===== config.mk =====
export PLATFORM = sky130hd
export DESIGN_NAME = serial_transfer_mode_control
export DESIGN_NICKNAME = d
export VERILOG_FILES = /design/src/verilog/serial_mode_pkg.sv /design/src/verilog/serial_transfer_mode_control.sv
export SDC_FILE = /design/constraint.sdc
export NUM_CORES = 1
export LEC_CHECK = 0
export BUFFER_PORTS_ARGS = -buffer_cell sky130_fd_sc_hd__buf_2
export CORE_ASPECT_RATIO = 1.4
export CORE_MARGIN = 4
export CORE_UTILIZATION = 54
export CTS_CLUSTER_DIAMETER = 80
export CTS_CLUSTER_SIZE = 12
export DETAILED_ROUTE_END_ITERATION = 7
export PLACE_DENSITY = 0.89
export SETUP_SLACK_MARGIN = 0.2
export SYNTH_ARGS = -nofsm -noshare
export SYNTH_HDL_FRONTEND = slang
export SYNTH_SLANG_ARGS = --single-unit

===== constraint.sdc =====
create_clock -name pclk -period 4 [get_ports pclk]
set_clock_uncertainty 0.15 [all_clocks]
set_input_delay 0.2 -clock pclk [delete_from_list [all_inputs] [get_ports pclk]]
set_output_delay 0.2 -clock pclk [all_outputs]
set_load 0.1 [all_outputs]

===== src/verilog/serial_mode_pkg.sv =====
// Purpose: Shared constants for the serial transfer mode control block
// Assumes: APB slave, 32-bit data, byte addresses
// Notes: Mode register is 8 bits wide and sits in the low byte
package serial_mode_pkg;
  // Register byte offsets
  localparam logic [11:0] ADDR_MODE = 12'h000; // serial_mode_control
  localparam logic [11:0] ADDR_CTRL = 12'h004; // Format, role and start
  localparam logic [11:0] ADDR_DATA = 12'h008; // Transmit / receive byte
  // Mode register field positions
  localparam int BIT_ORDER_POS = 7; // bit_order_select
  localparam int WAIT_POS = 6; // Wait insertion
  localparam int WP_POS = 3; // counter_write_protect
  // Mode register reset value and fixed read-as-one bits
  localparam logic [7:0] MODE_RESET = 8'h38;
  localparam logic [1:0] RSVD_ONES = 2'h3;
  // Control register field positions and reset value
  localparam int CTRL_I2C_POS = 0; // 1: I2C format, 0: clocked synchronous
  localparam int CTRL_MASTER_POS = 1; // 1: master role
  localparam int CTRL_START_POS = 2; // Write 1 to start a transfer
  localparam int CTRL_BUSY_POS = 8; // Read-only busy flag
  localparam logic [1:0] CTRL_RESET = 2'h1;
  // Transfer clock timing
  localparam int CLK_MHZ = 200; // pclk rate
  localparam int SCL_HALF_NS = 2500; // Half period of the transfer clock
  localparam int SCL_HALF_CYCLES = (SCL_HALF_NS * CLK_MHZ + 999) / 1000;
  localparam int WAIT_PERIODS = 2; // Stretched low length in transfer clocks
endpackage


===== src/verilog/serial_transfer_mode_control.sv =====
// Purpose: Mode register and bit sequencer of a combined I2C / clocked serial port
// Assumes: APB master holds requests until pready; sda_in is an async pin
// Notes: Control at 0x004 and data at 0x008 drive the bit sequencer
`timescale 1ns/100ps
`default_nettype none
module serial_transfer_mode_control #(
  parameter int HALF_CYCLES = serial_mode_pkg::SCL_HALF_CYCLES
) (
  input wire logic pclk,
  input wire logic presetn,
  input wire logic psel,
  input wire logic penable,
  input wire logic pwrite,
  input wire logic [11:0] paddr,
  input wire logic [31:0] pwdata,
  output logic [31:0] prdata,
  output logic pready,
  output logic pslverr,
  input wire logic sda_in,
  output logic sda_out,
  output logic sda_oe,
  output logic scl_out,
  output logic busy
);
  // Sequencer states
  typedef enum logic [1:0] {
    ST_IDLE = 2'b00,
    ST_LOW = 2'b01,
    ST_HIGH = 2'b10,
    ST_WAIT = 2'b11
  } seq_state_t;

  localparam logic [11:0] HALF_LOAD = 12'(HALF_CYCLES - 1);
  localparam logic [11:0] WAIT_LOAD = 12'(2 * serial_mode_pkg::WAIT_PERIODS * HALF_CYCLES - 1);
  logic pready_q; // Access-phase answer flag
  logic pslverr_q; // Unmapped address answer
  logic [31:0] prdata_q; // Captured read data
  logic bit_order_q; // bit_order_select
  logic wait_q; // Wait insertion enable
  logic [2:0] count_q; // transfer_bit_counter setting
  logic i2c_q; // Format select
  logic master_q; // Role select
  logic [7:0] tx_q; // Byte loaded at start
  seq_state_t state_q; // Sequencer state
  logic [11:0] phase_q; // Half-period down counter
  logic [3:0] left_q; // Bits remaining in transfer
  logic [7:0] sh_q; // Shift register
  logic scl_q; // Transfer clock out
  logic oe_q; // Drives sda low when set
  logic busy_q; // Transfer in progress
  logic sin_m_q; // Synchroniser first stage
  logic sin_q; // Synchronised serial input
  logic acc; // Access phase of a transfer
  logic wr_go; // Write takes effect
  logic start_go; // Start accepted
  logic ack_next; // Next bit is the I2C acknowledge
  logic wait_on; // Wait stretch applies
  logic [7:0] sh_next; // Shifter after one bit
  logic [31:0] rd_word; // Read mux

  // Bits per transfer from the counter code
  function automatic logic [3:0] decode_bits(input logic i2c, input logic [2:0] code);
    if (i2c) begin
      decode_bits = (code == 3'h0) ? 4'h9 : 4'({1'b0, code} + 4'h1);
    end else begin
      decode_bits = (code == 3'h0) ? 4'h8 : {1'b0, code};
    end
  endfunction
  // Counter code that stands for a remaining bit count
  function automatic logic [2:0] encode_bits(input logic i2c, input logic [3:0] bits);
    if (i2c) begin
      encode_bits = (bits == 4'h9) ? 3'h0 : 3'(bits - 4'h1);
    end else begin
      encode_bits = (bits == 4'h8) ? 3'h0 : bits[2:0];
    end
  endfunction
  assign acc = psel & penable;
  assign wr_go = acc & pready_q & pwrite;
  assign start_go = wr_go & (paddr == serial_mode_pkg::ADDR_CTRL)
    & pwdata[serial_mode_pkg::CTRL_START_POS] & (state_q == ST_IDLE);
  assign ack_next = i2c_q & (left_q == 4'h2);
  assign wait_on = wait_q & master_q & i2c_q;
  assign sh_next = bit_order_q ? {sin_q, sh_q[7:1]} : {sh_q[6:0], sin_q};

  // Read mux; counter field shows remaining bits while busy
  always_comb begin
    rd_word = 32'h0000_0000;
    unique case (paddr)
      serial_mode_pkg::ADDR_MODE: begin
        rd_word[7:0] = {bit_order_q, wait_q, serial_mode_pkg::RSVD_ONES, 1'b1,
          busy_q ? encode_bits(i2c_q, left_q) : count_q};
      end
      serial_mode_pkg::ADDR_CTRL: begin
        rd_word[serial_mode_pkg::CTRL_I2C_POS] = i2c_q;
        rd_word[serial_mode_pkg::CTRL_MASTER_POS] = master_q;
        rd_word[serial_mode_pkg::CTRL_BUSY_POS] = busy_q;
      end
      serial_mode_pkg::ADDR_DATA: begin
        rd_word[7:0] = sh_q;
      end
      default: rd_word = 32'h0000_0000;
    endcase
  end

  // APB answer: one wait cycle, data and error captured with pready
  always_ff @(posedge pclk or negedge presetn) begin
    if (!presetn) begin
      pready_q <= 1'b0;
      pslverr_q <= 1'b0;
      prdata_q <= 32'h0000_0000;
    end else begin
      pready_q <= acc & ~pready_q;
      if (acc & ~pready_q) begin
        prdata_q <= pwrite ? 32'h0000_0000 : rd_word;
        pslverr_q <= (paddr != serial_mode_pkg::ADDR_MODE)
          & (paddr != serial_mode_pkg::ADDR_CTRL) & (paddr != serial_mode_pkg::ADDR_DATA);
      end else begin
        pslverr_q <= 1'b0;
      end
    end
  end

  // Mode register; reserved and protect bits are not stored
  always_ff @(posedge pclk or negedge presetn) begin
    if (!presetn) begin
      bit_order_q <= serial_mode_pkg::MODE_RESET[serial_mode_pkg::BIT_ORDER_POS];
      wait_q <= serial_mode_pkg::MODE_RESET[serial_mode_pkg::WAIT_POS];
      count_q <= serial_mode_pkg::MODE_RESET[2:0];
    end else if (wr_go & (paddr == serial_mode_pkg::ADDR_MODE)) begin
      bit_order_q <= pwdata[serial_mode_pkg::BIT_ORDER_POS];
      wait_q <= pwdata[serial_mode_pkg::WAIT_POS];
      if (!pwdata[serial_mode_pkg::WP_POS]) begin
        count_q <= pwdata[2:0];
      end
    end
  end

  // Control and transmit data registers
  always_ff @(posedge pclk or negedge presetn) begin
    if (!presetn) begin
      i2c_q <= serial_mode_pkg::CTRL_RESET[0];
      master_q <= serial_mode_pkg::CTRL_RESET[1];
      tx_q <= 8'h00;
    end else if (wr_go) begin
      if (paddr == serial_mode_pkg::ADDR_CTRL) begin
        i2c_q <= pwdata[serial_mode_pkg::CTRL_I2C_POS];
        master_q <= pwdata[serial_mode_pkg::CTRL_MASTER_POS];
      end else if (paddr == serial_mode_pkg::ADDR_DATA) begin
        tx_q <= pwdata[7:0];
      end
    end
  end

  // Two-stage synchroniser for the serial data pin
  always_ff @(posedge pclk or negedge presetn) begin
    if (!presetn) begin
      sin_m_q <= 1'b1;
      sin_q <= 1'b1;
    end else begin
      sin_m_q <= sda_in;
      sin_q <= sin_m_q;
    end
  end

  // Bit sequencer: low half, high half, optional stretch before ack
  always_ff @(posedge pclk or negedge presetn) begin
    if (!presetn) begin
      state_q <= ST_IDLE;
      phase_q <= 12'h000;
      left_q <= 4'h0;
      sh_q <= 8'h00;
      scl_q <= 1'b1;
      oe_q <= 1'b0;
      busy_q <= 1'b0;
    end else begin
      unique case (state_q)
        ST_IDLE: begin
          if (start_go) begin
            // Format comes from the start write itself, so a format change there counts
            left_q <= decode_bits(pwdata[serial_mode_pkg::CTRL_I2C_POS], count_q);
            sh_q <= tx_q;
            oe_q <= ~(bit_order_q ? tx_q[0] : tx_q[7]);
            scl_q <= 1'b0;
            phase_q <= HALF_LOAD;
            busy_q <= 1'b1;
            state_q <= ST_LOW;
          end
        end
        ST_LOW: begin
          if (phase_q == 12'h000) begin
            scl_q <= 1'b1;
            phase_q <= HALF_LOAD;
            state_q <= ST_HIGH;
          end else begin
            phase_q <= phase_q - 12'h001;
          end
        end
        ST_HIGH: begin
          if (phase_q != 12'h000) begin
            phase_q <= phase_q - 12'h001;
          end else if (left_q == 4'h1) begin
            // Last bit done: release the line
            left_q <= 4'h0;
            oe_q <= 1'b0;
            busy_q <= 1'b0;
            state_q <= ST_IDLE;
          end else begin
            sh_q <= sh_next;
            left_q <= left_q - 4'h1;
            scl_q <= 1'b0;
            oe_q <= ack_next ? 1'b0 : ~(bit_order_q ? sh_next[0] : sh_next[7]);
            if (ack_next & wait_on) begin
              phase_q <= WAIT_LOAD;
              state_q <= ST_WAIT;
            end else begin
              phase_q <= HALF_LOAD;
              state_q <= ST_LOW;
            end
          end
        end
        ST_WAIT: begin
          // Clock held low, then the acknowledge bit follows
          if (phase_q == 12'h000) begin
            phase_q <= HALF_LOAD;
            state_q <= ST_LOW;
          end else begin
            phase_q <= phase_q - 12'h001;
          end
        end
      endcase
    end
  end

  assign prdata = prdata_q;
  assign pready = pready_q;
  assign pslverr = pslverr_q;
  assign sda_out = 1'b0;
  assign sda_oe = oe_q;
  assign scl_out = scl_q;
  assign busy = busy_q;
endmodule // serial_transfer_mode_control
`default_nettype wire


Word-level counts from Yosys, hierarchy flattened
Index checks and enable logic that the tools add are counted.
{"block": "op_classes", "reduce_logical": 18, "muxes": 50, "addsub": 3, "n_eq_ne": 18, "bitwise": 19}
{"cell": "12-bit 2-to-1 mux", "n": 4}
{"cell": "12-bit case mux with 3 select lines", "n": 1}
{"cell": "8-bit 2-to-1 mux", "n": 4}
{"cell": "12-bit zero test", "n": 2}
{"cell": "4-bit 2-to-1 mux", "n": 6}
{"cell": "12-bit nonzero test", "n": 2}
{"cell": "8-bit case mux with 2 select lines", "n": 1}
{"cell": "1-bit 2-to-1 mux", "n": 15}
{"cell": "1-bit AND", "n": 14}
{"cell": "12-bit by 3-bit == test with 1-bit output, second input constant", "n": 1}
{"cell": "12-bit by 4-bit == test with 1-bit output, second input constant", "n": 1}
{"cell": "2-bit 2-to-1 mux", "n": 6}
{"cell": "3-bit 2-to-1 mux", "n": 4}
{"cell": "12-bit by 3-bit != test with 1-bit output, second input constant", "n": 1}
{"cell": "12-bit by 4-bit != test with 1-bit output, second input constant", "n": 1}
{"cell": "2-bit != test, second input constant", "n": 6}
{"cell": "6-bit case mux with 2 select lines", "n": 1}
{"cell": "4-bit AND reduction", "n": 3}
{"cell": "12-bit by 1-bit subtractor with 12-bit output, second input constant", "n": 1}
{"cell": "11-bit 2-to-1 mux", "n": 1}
{"cell": "9-bit 2-to-1 mux", "n": 1}
{"cell": "4-bit == test, second input constant", "n": 2}
{"cell": "2-bit case mux with 4 select lines", "n": 1}
{"cell": "4-bit case mux with 2 select lines", "n": 1}
{"cell": "19 further kinds", "n": 28}
{"block": "word_totals", "output_inout_bits": 38, "inputBits": 50, "ff_bits": 80}

Longest topological paths before layout
Gate-level depths: netlist of the first run.
{"block": "logic_depth", "depth_word": 8, "ltp_mapped": 9}

Worst setup path before layout of the first run
Ideal clock, no wire load.
{"block": "synth_path", "kind": "register to register", "start": "register phase_q[0]", "end": "register oe_q, in the netlist sda_oe", "slack_ns": 1.239, "stages_incl_launch_ff": 10, "required_ns": 3.725, "period_less_slack_ns": 2.761, "arrival_ns": 2.486, "path_cell_list": "dfrtp_1 > inv_1 > ha_1 > or3b_1 > clkbuf_2 > or4_4 > buf_6 > a21oi_4 > and2_2 > mux2_2"}
{"block": "synth_via", "elab_chain_cells": 3}
{"item": "from (decl)", "line": "serial_transfer_mode_control.sv:45", "rtl": "logic [11:0] phase_q;"}
{"item": "from (signal assigned)", "line": "serial_transfer_mode_control.sv:195", "rtl": "phase_q <= phase_q - 12'h001;"}
{"item": "from (signal assigned)", "line": "serial_transfer_mode_control.sv:200", "rtl": "phase_q <= phase_q - 12'h001;"}
{"item": "from (signal assigned)", "line": "serial_transfer_mode_control.sv:227", "rtl": "phase_q <= phase_q - 12'h001;"}
{"item": "12-bit nonzero test", "line": "serial_transfer_mode_control.sv:199", "rtl": "if (phase_q != 12'h000) begin"}
{"item": "2-bit != test (no source line)"}
{"item": "3-bit AND reduction (no source line)"}
{"item": "to (signal assigned)", "line": "serial_transfer_mode_control.sv:182", "rtl": "oe_q <= ~(bit_order_q ? tx_q[0] : tx_q[7]);"}
{"item": "to (signal assigned)", "line": "serial_transfer_mode_control.sv:211", "rtl": "oe_q <= ack_next ? 1'b0 : ~(bit_order_q ? sh_next[0] : sh_next[7]);"}
{"item": "to (decl)", "line": "serial_transfer_mode_control.sv:49", "rtl": "logic oe_q;"}
Every way passes these cells.
A chain may end at the register's enable or synchronous reset.

Worst setup path after layout of the first run
{"block": "layout_path", "start": "register phase_q[0]", "end": "register phase_q[6]"}
{"block": "layout_via", "elab_chain_cells": 3}
{"item": "12-bit by 1-bit subtractor with 12-bit output (tied with other cells)", "line": "serial_transfer_mode_control.sv:195, serial_transfer_mode_control.sv:200, serial_transfer_mode_control.sv:227"}
{"item": "12-bit 2-to-1 mux (tied with other cells)", "line": "serial_transfer_mode_control.sv:190, serial_transfer_mode_control.sv:223"}
{"item": "12-bit case mux with 3 select lines / 2-bit AND reduction (equally long branches)"}
Parallel ways exist; a longest one is shown, timed or not.

==> results of run 1 <==
==> registers in the layout (all words and copies together), names as in the netlist <==
name,flops
left_q,4
prdata,9
wait_q,1
pready,1
sin_q,1
scl_out,1
sda_oe,1
sh_q,8
busy,1
state_q,2
phase_q,12
count_q,3
master_q,1
pslverr,1
i2c_q,1
sin_m_q,1
tx_q,8
bit_order_q,1
==> per-stage QoR <==
stage	power [µW]	instance area (µm²)	cells
finish	1330	3930	474
global placement	735	3640	451
global route	1370	3930	474
CTS	1340	3930	474
floorplan	725	3580	378
detailed placement	737	3640	451
==> how the worst max path moves through the flow <==
stage | startpoint | to | slack [ns] | cells past startpoint
2_1_floorplan | phase_q[0] | sda_oe | 1.24 | 9
3_3_place_gp | phase_q[0] | phase_q[6] | 1.16 | 7
3_5_place_dp | phase_q[0] | phase_q[6] | 1.11 | 7
4_1_cts | phase_q[0] | phase_q[6] | 1.09 | 7
5_1_grt | phase_q[0] | phase_q[6] | 0.93 | 7
6_report | phase_q[0] | phase_q[6] | 1.07 | 7
==> power breakdown <==
| part | total [µW] | leakage, µW | switching, µW | internal, µW |
|---|---|---|---|---|
| Sequential | 581 | 0.000734 | 0.980 | 580 |
| Clock | 597 | 0.000113 | 230 | 366 |
| Combinational | 150 | 0.000942 | 132 | 18.4 |
| Total | 1330 | 0.00179 | 363 | 964 |
==> cell usage in the layout, fill, tap and decap left out, types with 5 or more instances in the layout <==
cell,n
nor4_1,6
or4_1,6
clkbuf_8,10
mux2_4,8
buf_2,39
nand2_1,21
buf_4,5
ha_1,10
o22a_1,5
mux2i_1,15
o21ai_0,11
nor2_1,24
inv_1,13
dfrtp_1,53
nand3_1,5
nor3_1,16
mux2_2,18
conb_1,24
a21oi_1,24
dlygate4sd3_1,7
==> worst reg2reg max path, cell delays in order, from the launching register on <==
cell and delay [ns]:
dfrtp_1 0.41, inv_1 0.08, ha_1 0.21, or3b_1 0.50, or4_4 0.62, nor2_2 0.40, nor2_1 0.14, o221a_2 0.31
==> synthesized netlist by cell type, types with 4 or more instances <==
library cell,count,share of area [%]
nor2_1,24,2.6
clkbuf_1,14,1.5
dfstp_2,4,3.0
a21oi_1,24,3.4
nor4_1,6,1.1
nand3_1,5,0.72
mux2i_1,15,4.3
dfrtp_1,53,38
ha_1,10,3.6
o22a_1,5,1.3
nand2_1,21,2.3
mux2_4,8,3.4
mux2_2,18,5.8
buf_4,24,5.2
nor3_1,16,2.3
nand2b_1,4,0.72
a22o_1,4,1.0
or3_1,4,0.72
o21ai_0,11,1.6
o21ai_1,4,0.57
inv_1,13,1.4
o22ai_1,4,0.72
or4_1,6,1.3
==> final cells by class <==
cell class	count	area (µm²)
fill	496	2320
tap	72	90.1
sequential	57	1430
clock buffer	11	141
inverter	13	48.8
multi-input combinational	265	1840
timing repair buffer	51	303
clock inverter	5	78.8
==> what timing repair did <==
| item | 4_1_cts | 5_1_grt |
|---|---|---|
| setup buffers | 0 | 0 |
| hold buffers | 7 | 0 |
| hold endpoints to repair | 61 | 0 |
==> routing by layer <==
layer	vias to the layer above	share of wire (%)
li1	1337	-
met1	1365	41
met2	120	50
met3	19	6.7
met4	0	2.5
met5	-	0
==> cells by family (layout without fill, tap and decap cells) <==
group / Yosys count / count (layout)
AND/OR/NAND/NOR: 106 / 106
AO/OA/AOI/OAI: 82 / 82
flip-flops: 57 / 57
buffers and inverters: 56 / 80
multiplexers: 41 / 41
adder cells (fa/ha/maj): 10 / 10
XOR/XNOR: 2 / 2
other: 1 / 24
==> impl_metrics.env, run 1 <==
export IMPL_ios=88
export IMPL_tightestPinTransition_ns=0.825
export IMPL_yosys_warnings=0
export IMPL_p_leak_uw=0.00179
export IMPL_synth_simple_area_share_pct=16.4
export IMPL_cts_buffers=9
export IMPL_timing_hold_ws_ns=-0.00124
export IMPL_synthCells=355
export IMPL_cts_tree="built"
export IMPL_globalRouteOverflowTotal=0
export IMPL_slowest_stage="or4_4"
export IMPL_vias=2841
export IMPL_synth_avg_cell_area_um2=9.84
export IMPL_grt_setup_unrepaired="false"
export IMPL_ys_flop_type="dfrtp_1"
export IMPL_cts_buffer_depth=2
export IMPL_grt_use_met3_pct=4.28
export IMPL_slew_violations=0
export IMPL_use_met1_pct=24.0
export IMPL_criticalPathCategory="register to register"
export IMPL_dpl_hpwl_um=5410
export IMPL_reg2reg_to="phase_q[6]"
export IMPL_crit_path_end_kind="register"
export IMPL_synth_top_family_by_area="simple AND/OR/NAND/NOR gates"
export IMPL_final_nets=457
export IMPL_grt_max_degree=58
export IMPL_final_core_util_pct=62.8
export IMPL_arrival_ns=3.01
export IMPL_via_per_inst=5.99
export IMPL_cts_sinks=57
export IMPL_tns_ns=0
export IMPL_ir_drop_mv=0.244
export IMPL_crit_path_start_kind="register"
export IMPL_diodes=0
export IMPL_worst_r2r_cell_count=7
export IMPL_synth_compound_area_share_pct=16.0
export IMPL_die_height_um=103
export IMPL_period_share_pct=73.3
export IMPL_yosys_cell_types_count=63
export IMPL_wl_per_cell_um=16.1
export IMPL_drc=0
export IMPL_min_from="paddr[2]"
export IMPL_grtUsageMet2_pct=35.2
export IMPL_regToRegStartpoint="phase_q[0]"
export IMPL_grt_most_used_layer="met2"
export IMPL_powerDensity_nw_per_um2=338
export IMPL_async_flop_share_pct=100
export IMPL_max_freq_mhz=341
export IMPL_ys_seq_elements=57
export IMPL_clk_latency_ns=0.34
export IMPL_htreeDepth=3
export IMPL_path_cells="inv_1 > ha_1 > or3b_1 > or4_4 > nor2_2 > nor2_1 > o221a_2"
export IMPL_crit_fanout=10
export IMPL_ys_seq_area_share_pct=41.0
export IMPL_violations="hold timing"
export IMPL_hold_depth=3
export IMPL_grt_pass1_vias=2699
export IMPL_rrSetupSlack_ns=1.07
export IMPL_drive_above_1_share_pct=24.9
export IMPL_grt_total_usage_pct=20.3
export IMPL_cp_required_ns=4.08
export IMPL_relSlewSlack_pct=44.5
export IMPL_setup_viol=0
export IMPL_grt_pass1_wl_um=12800
export IMPL_worst_slack_ns=1.07
export IMPL_rows=34
export IMPL_wl_um=7650
export IMPL_cp_top_family="simple AND/OR/NAND/NOR gates"
export IMPL_area_growth_pct=12.5
export IMPL_max_stage_delay_ns=0.62
export IMPL_syn_area_um2=3490
export IMPL_cts_root_buf="clkbuf_8"
export IMPL_io_buffer_count=39
export IMPL_core_um2=6250
export IMPL_cap_violations=0
export IMPL_clk_pin_slew_ns=0.07
export IMPL_fin_crit_ns=2.93
export IMPL_synth_edf_count=0
export IMPL_synth_xor_area_share_pct=0.501
export IMPL_antenna_left=0
export IMPL_initial_core_util_pct=55.9
export IMPL_critPathBufInv=1
export IMPL_firstDrtPassIters=5
export IMPL_hold_path_class="primary input to register"
export IMPL_status="finished, violations left"
export IMPL_dpl_worst_slack_ns=1.11
export IMPL_routabilityCongestion=0.896
export IMPL_synth_adder_area_share_pct=3.58
export IMPL_post_cts_resized=0
export IMPL_antenna_found_initial=0
export IMPL_hold_path_end="pslverr"
export IMPL_die_x_um=76.0
export IMPL_drt_iter0_markers=207
export IMPL_synthMuxAreaShare_pct=13.5
export IMPL_final_hold_violation_count=1
export IMPL_fp_dieArea_um2=7840
No activity file was read; power rests on OpenSTA's default activity.
==> inputs of run 2 (changes only) <==
- ABC_AREA: unset -> 1
- clock period: 4 -> 2.75 ns (I/O delays scaled with it)
==> run 2 against run 1 <==
  * The run now ends clean
  * Largest power group is now combinational logic
  * Maximum frequency grew 39%
  * Design area grew 6.4%
  * Non-clock buffer count grew 8
  * Cell count grew 33%
  * Clock power grew 52%
  * Hold slack gained 0.035 ns
  * Critical path type unchanged
  * Sequential share of layout area shrank 2.2 points
  * Utilization grew 0.79 points
  * Sequential cell count is the same
  * Critical endpoint is now state_q[1]
==> impl_metrics.env, run 2 <==
export IMPL_status="finished, final reports clean"
export IMPL_grt_use_met3_pct=4.40
export IMPL_hold_path_class="primary input to register"
export IMPL_relSlewSlack_pct=58.4
export IMPL_rows=35
export IMPL_period_share_pct=76.6
export IMPL_cap_violations=0
export IMPL_clk_latency_ns=0.34
export IMPL_cts_tree="built"
export IMPL_diodes=0
export IMPL_ys_flop_type="dfrtp_1"
export IMPL_p_leak_uw=0.00224
export IMPL_cts_root_buf="clkbuf_8"
export IMPL_switching_power_uw=1910
export IMPL_ios=88
export IMPL_drive_above_1_share_pct=16.7
export IMPL_largest_reg_flops=12
export IMPL_worst_slack_ns=0.643
export IMPL_die_x_um=77.2
export IMPL_htreeDepth=3
export IMPL_grt_setup_unrepaired="false"
export IMPL_ir_drop_mv=0.484
export IMPL_postPlaceCellArea_um2=3780
export IMPL_vias=3416
export IMPL_globalRouteOverflowTotal=0
export IMPL_grtUsageMet2_pct=40.3
export IMPL_finalPower_uw=4010
export IMPL_power_switching_share_pct=47.8
export IMPL_dpl_hpwl_um=6100
export IMPL_grt_max_degree=33
export IMPL_max_freq_mhz=475
export IMPL_timing_hold_ws_ns=0.0340
export IMPL_via_per_inst=5.41
export IMPL_fin_area_um2=4180
export IMPL_syn_area_um2=3620
export IMPL_combinationalPowerShare_pct=48.5
export IMPL_die_height_um=105
export IMPL_tightestPinTransition_ns=0.623
export IMPL_crit_path_start_kind="register"
export IMPL_p_int_uw=2090
export IMPL_routabilityCongestion=0.839
export IMPL_use_met1_pct=24.3
export IMPL_drt_iter0_markers=180
export IMPL_yosys_cell_types_count=41
export IMPL_final_hold_violation_count=0
export IMPL_crit_path_end_kind="register"
export IMPL_most_common_layout_cells="nand2_1 (157), dfrtp_1 (53), inv_1 (43)"
export IMPL_synth_avg_cell_area_um2=7.33
export IMPL_grt_total_usage_pct=22.0
export IMPL_grt_pass1_wl_um=14600
export IMPL_synth_top_cells_by_count="nand2_1 (158), dfrtp_1 (53), inv_1 (43)"
export IMPL_synthCells=494
export IMPL_fp_dieArea_um2=8100
export IMPL_grt_pass1_vias=3325
export IMPL_tns_ns=0
export IMPL_firstDrtPassIters=5
export IMPL_cts_buffer_depth=2
export IMPL_area_growth_pct=15.4
export IMPL_antenna_left=0
export IMPL_slew_violations=0
export IMPL_drc=0
export IMPL_async_flop_share_pct=100
export IMPL_core_um2=6570
export IMPL_powerDensity_nw_per_um2=959
export IMPL_cp_required_ns=2.82
export IMPL_fin_crit_ns=2.11
export IMPL_ys_seq_area_share_pct=39.5
export IMPL_yosys_warnings=0
export IMPL_arrival_ns=2.17
export IMPL_crit_fanout=17
export IMPL_setup_viol=0
export IMPL_io_buffer_count=39
export IMPL_dpl_worst_slack_ns=0.667
export IMPL_synth_top_cells_by_area="dfrtp_1 (37%), nand2_1 (16%), o21ai_0 (5.5%), nand3_1 (5.4%), buf_4 (5.2%)"
export IMPL_cts_sinks=57
export IMPL_grt_most_used_layer="met2"
export IMPL_initial_core_util_pct=55.1
export IMPL_mostFrequentLayoutCell="nand2_1"
export IMPL_yosysMostFrequentCell="nand2_1"
export IMPL_antenna_found_initial=0
export IMPL_clkPwrFrac_pct=22.7
export IMPL_wl_per_cell_um=13.7
export IMPL_criticalPathCategory="register to register"
export IMPL_yosys_area_top_type="dfrtp_1"
export IMPL_ys_seq_elements=57
export IMPL_clk_pin_slew_ns=0.07
export IMPL_pwr_share_seq_pct=28.8
export IMPL_final_nets=612
export IMPL_synth_edf_count=0
export IMPL_synth_top_cell_area_share_pct=36.6
export IMPL_top_register="phase_q"
export IMPL_cts_buffers=9
export IMPL_wl_um=8620
## run 2: cell types whose count changed after synthesis, moves of 11 or more
cell,before,now
inv_1,13,43
o21ai_0,11,40
nand3_1,5,39
mux2_2,18,0
clkbuf_1,14,3
nand4_1,2,14
nor3_1,16,3
mux2i_1,15,0
nand2_1,21,158
## run 2: power by group through the flow
stage,Sequential (µW),Clock [µW],Combinational [µW]
2_1_floorplan,1290,0,1450
3_3_place_gp,1160,0,1840
3_5_place_dp,1160,0,1900
4_1_cts,1150,917,1930
5_1_grt,1170,954,2170
6_report,1150,910,1950
## run 2: critical path, stage by stage (launching register included)
cell,delay (ns)
dfrtp_1,0.40
inv_1,0.08
ha_1,0.22
buf_4,0.20
nor3_1,0.31
inv_1,0.19
nand2_1,0.14
nand2_1,0.11
nand2_1,0.08
o21ai_0,0.09
## run 2: routing by layer
metal,vias to the layer above,wire length [µm]
met2,136,4630
met4,0,259
li1,1658,-
met5,-,0
met3,25,504
met1,1597,3220
## run 2: final cells by class
| type | instances | area (µm²) |
|---|---|---|
| fillers | 527 | 2390 |
| multi-input cells | 376 | 1850 |
| flip-flops and latches | 57 | 1430 |
| repair buffers | 59 | 393 |
| inverters | 49 | 184 |
| clock buffers | 11 | 151 |
| well taps | 74 | 92.6 |
| clock inverters | 5 | 77.6 |
## run 2: timing repair
| item | CTS | global route |
|---|---|---|
| endpoints found under the setup margin | 0 | 2 |
| resized for setup | 0 | 1 |
| setup buffers | 0 | 4 |
| endpoints found under the hold margin | 39 | 0 |
| hold buffers | 16 | 0 |
## run 2: logic make-up (layout without fill, tap and decap cells)
logic type      count (synthesis)  count (layout)  synth area share, %
fa+ha+maj                      10              10                 3.45
xor+xnor                        5               5                 1.21
other cells                     1              24                0.104
buf+inv                        84             124                 11.8
simple gates                  268             268                 33.3
flops                          57              57                 39.5
compound gates                 69              69                 10.5
## run 2: per-stage QoR
step / std cells / utilization [%]
after floorplan: 517 / -
final: 631 / 63.6
after detailed placement: 597 / 57.5
after CTS: 629 / 63.4
after global routing: 631 / 63.6
after global placement: 597 / 57.5
## run 2: worst paths after layout
kind | startpoint | end | slack [ns] | cells after the start
max in group asynchronous | presetn | i2c_q | 1.59 | 3
min in group asynchronous | presetn | phase_q[7] | 0.20 | 2
max reg2reg | state_q[0] | state_q[1] | 0.64 | 9
min | paddr[3] | prdata[4] | 0.03 | 4
max | state_q[0] | state_q[1] | 0.64 | 9
min reg2reg | sin_m_q | sin_q | 0.21 | 0
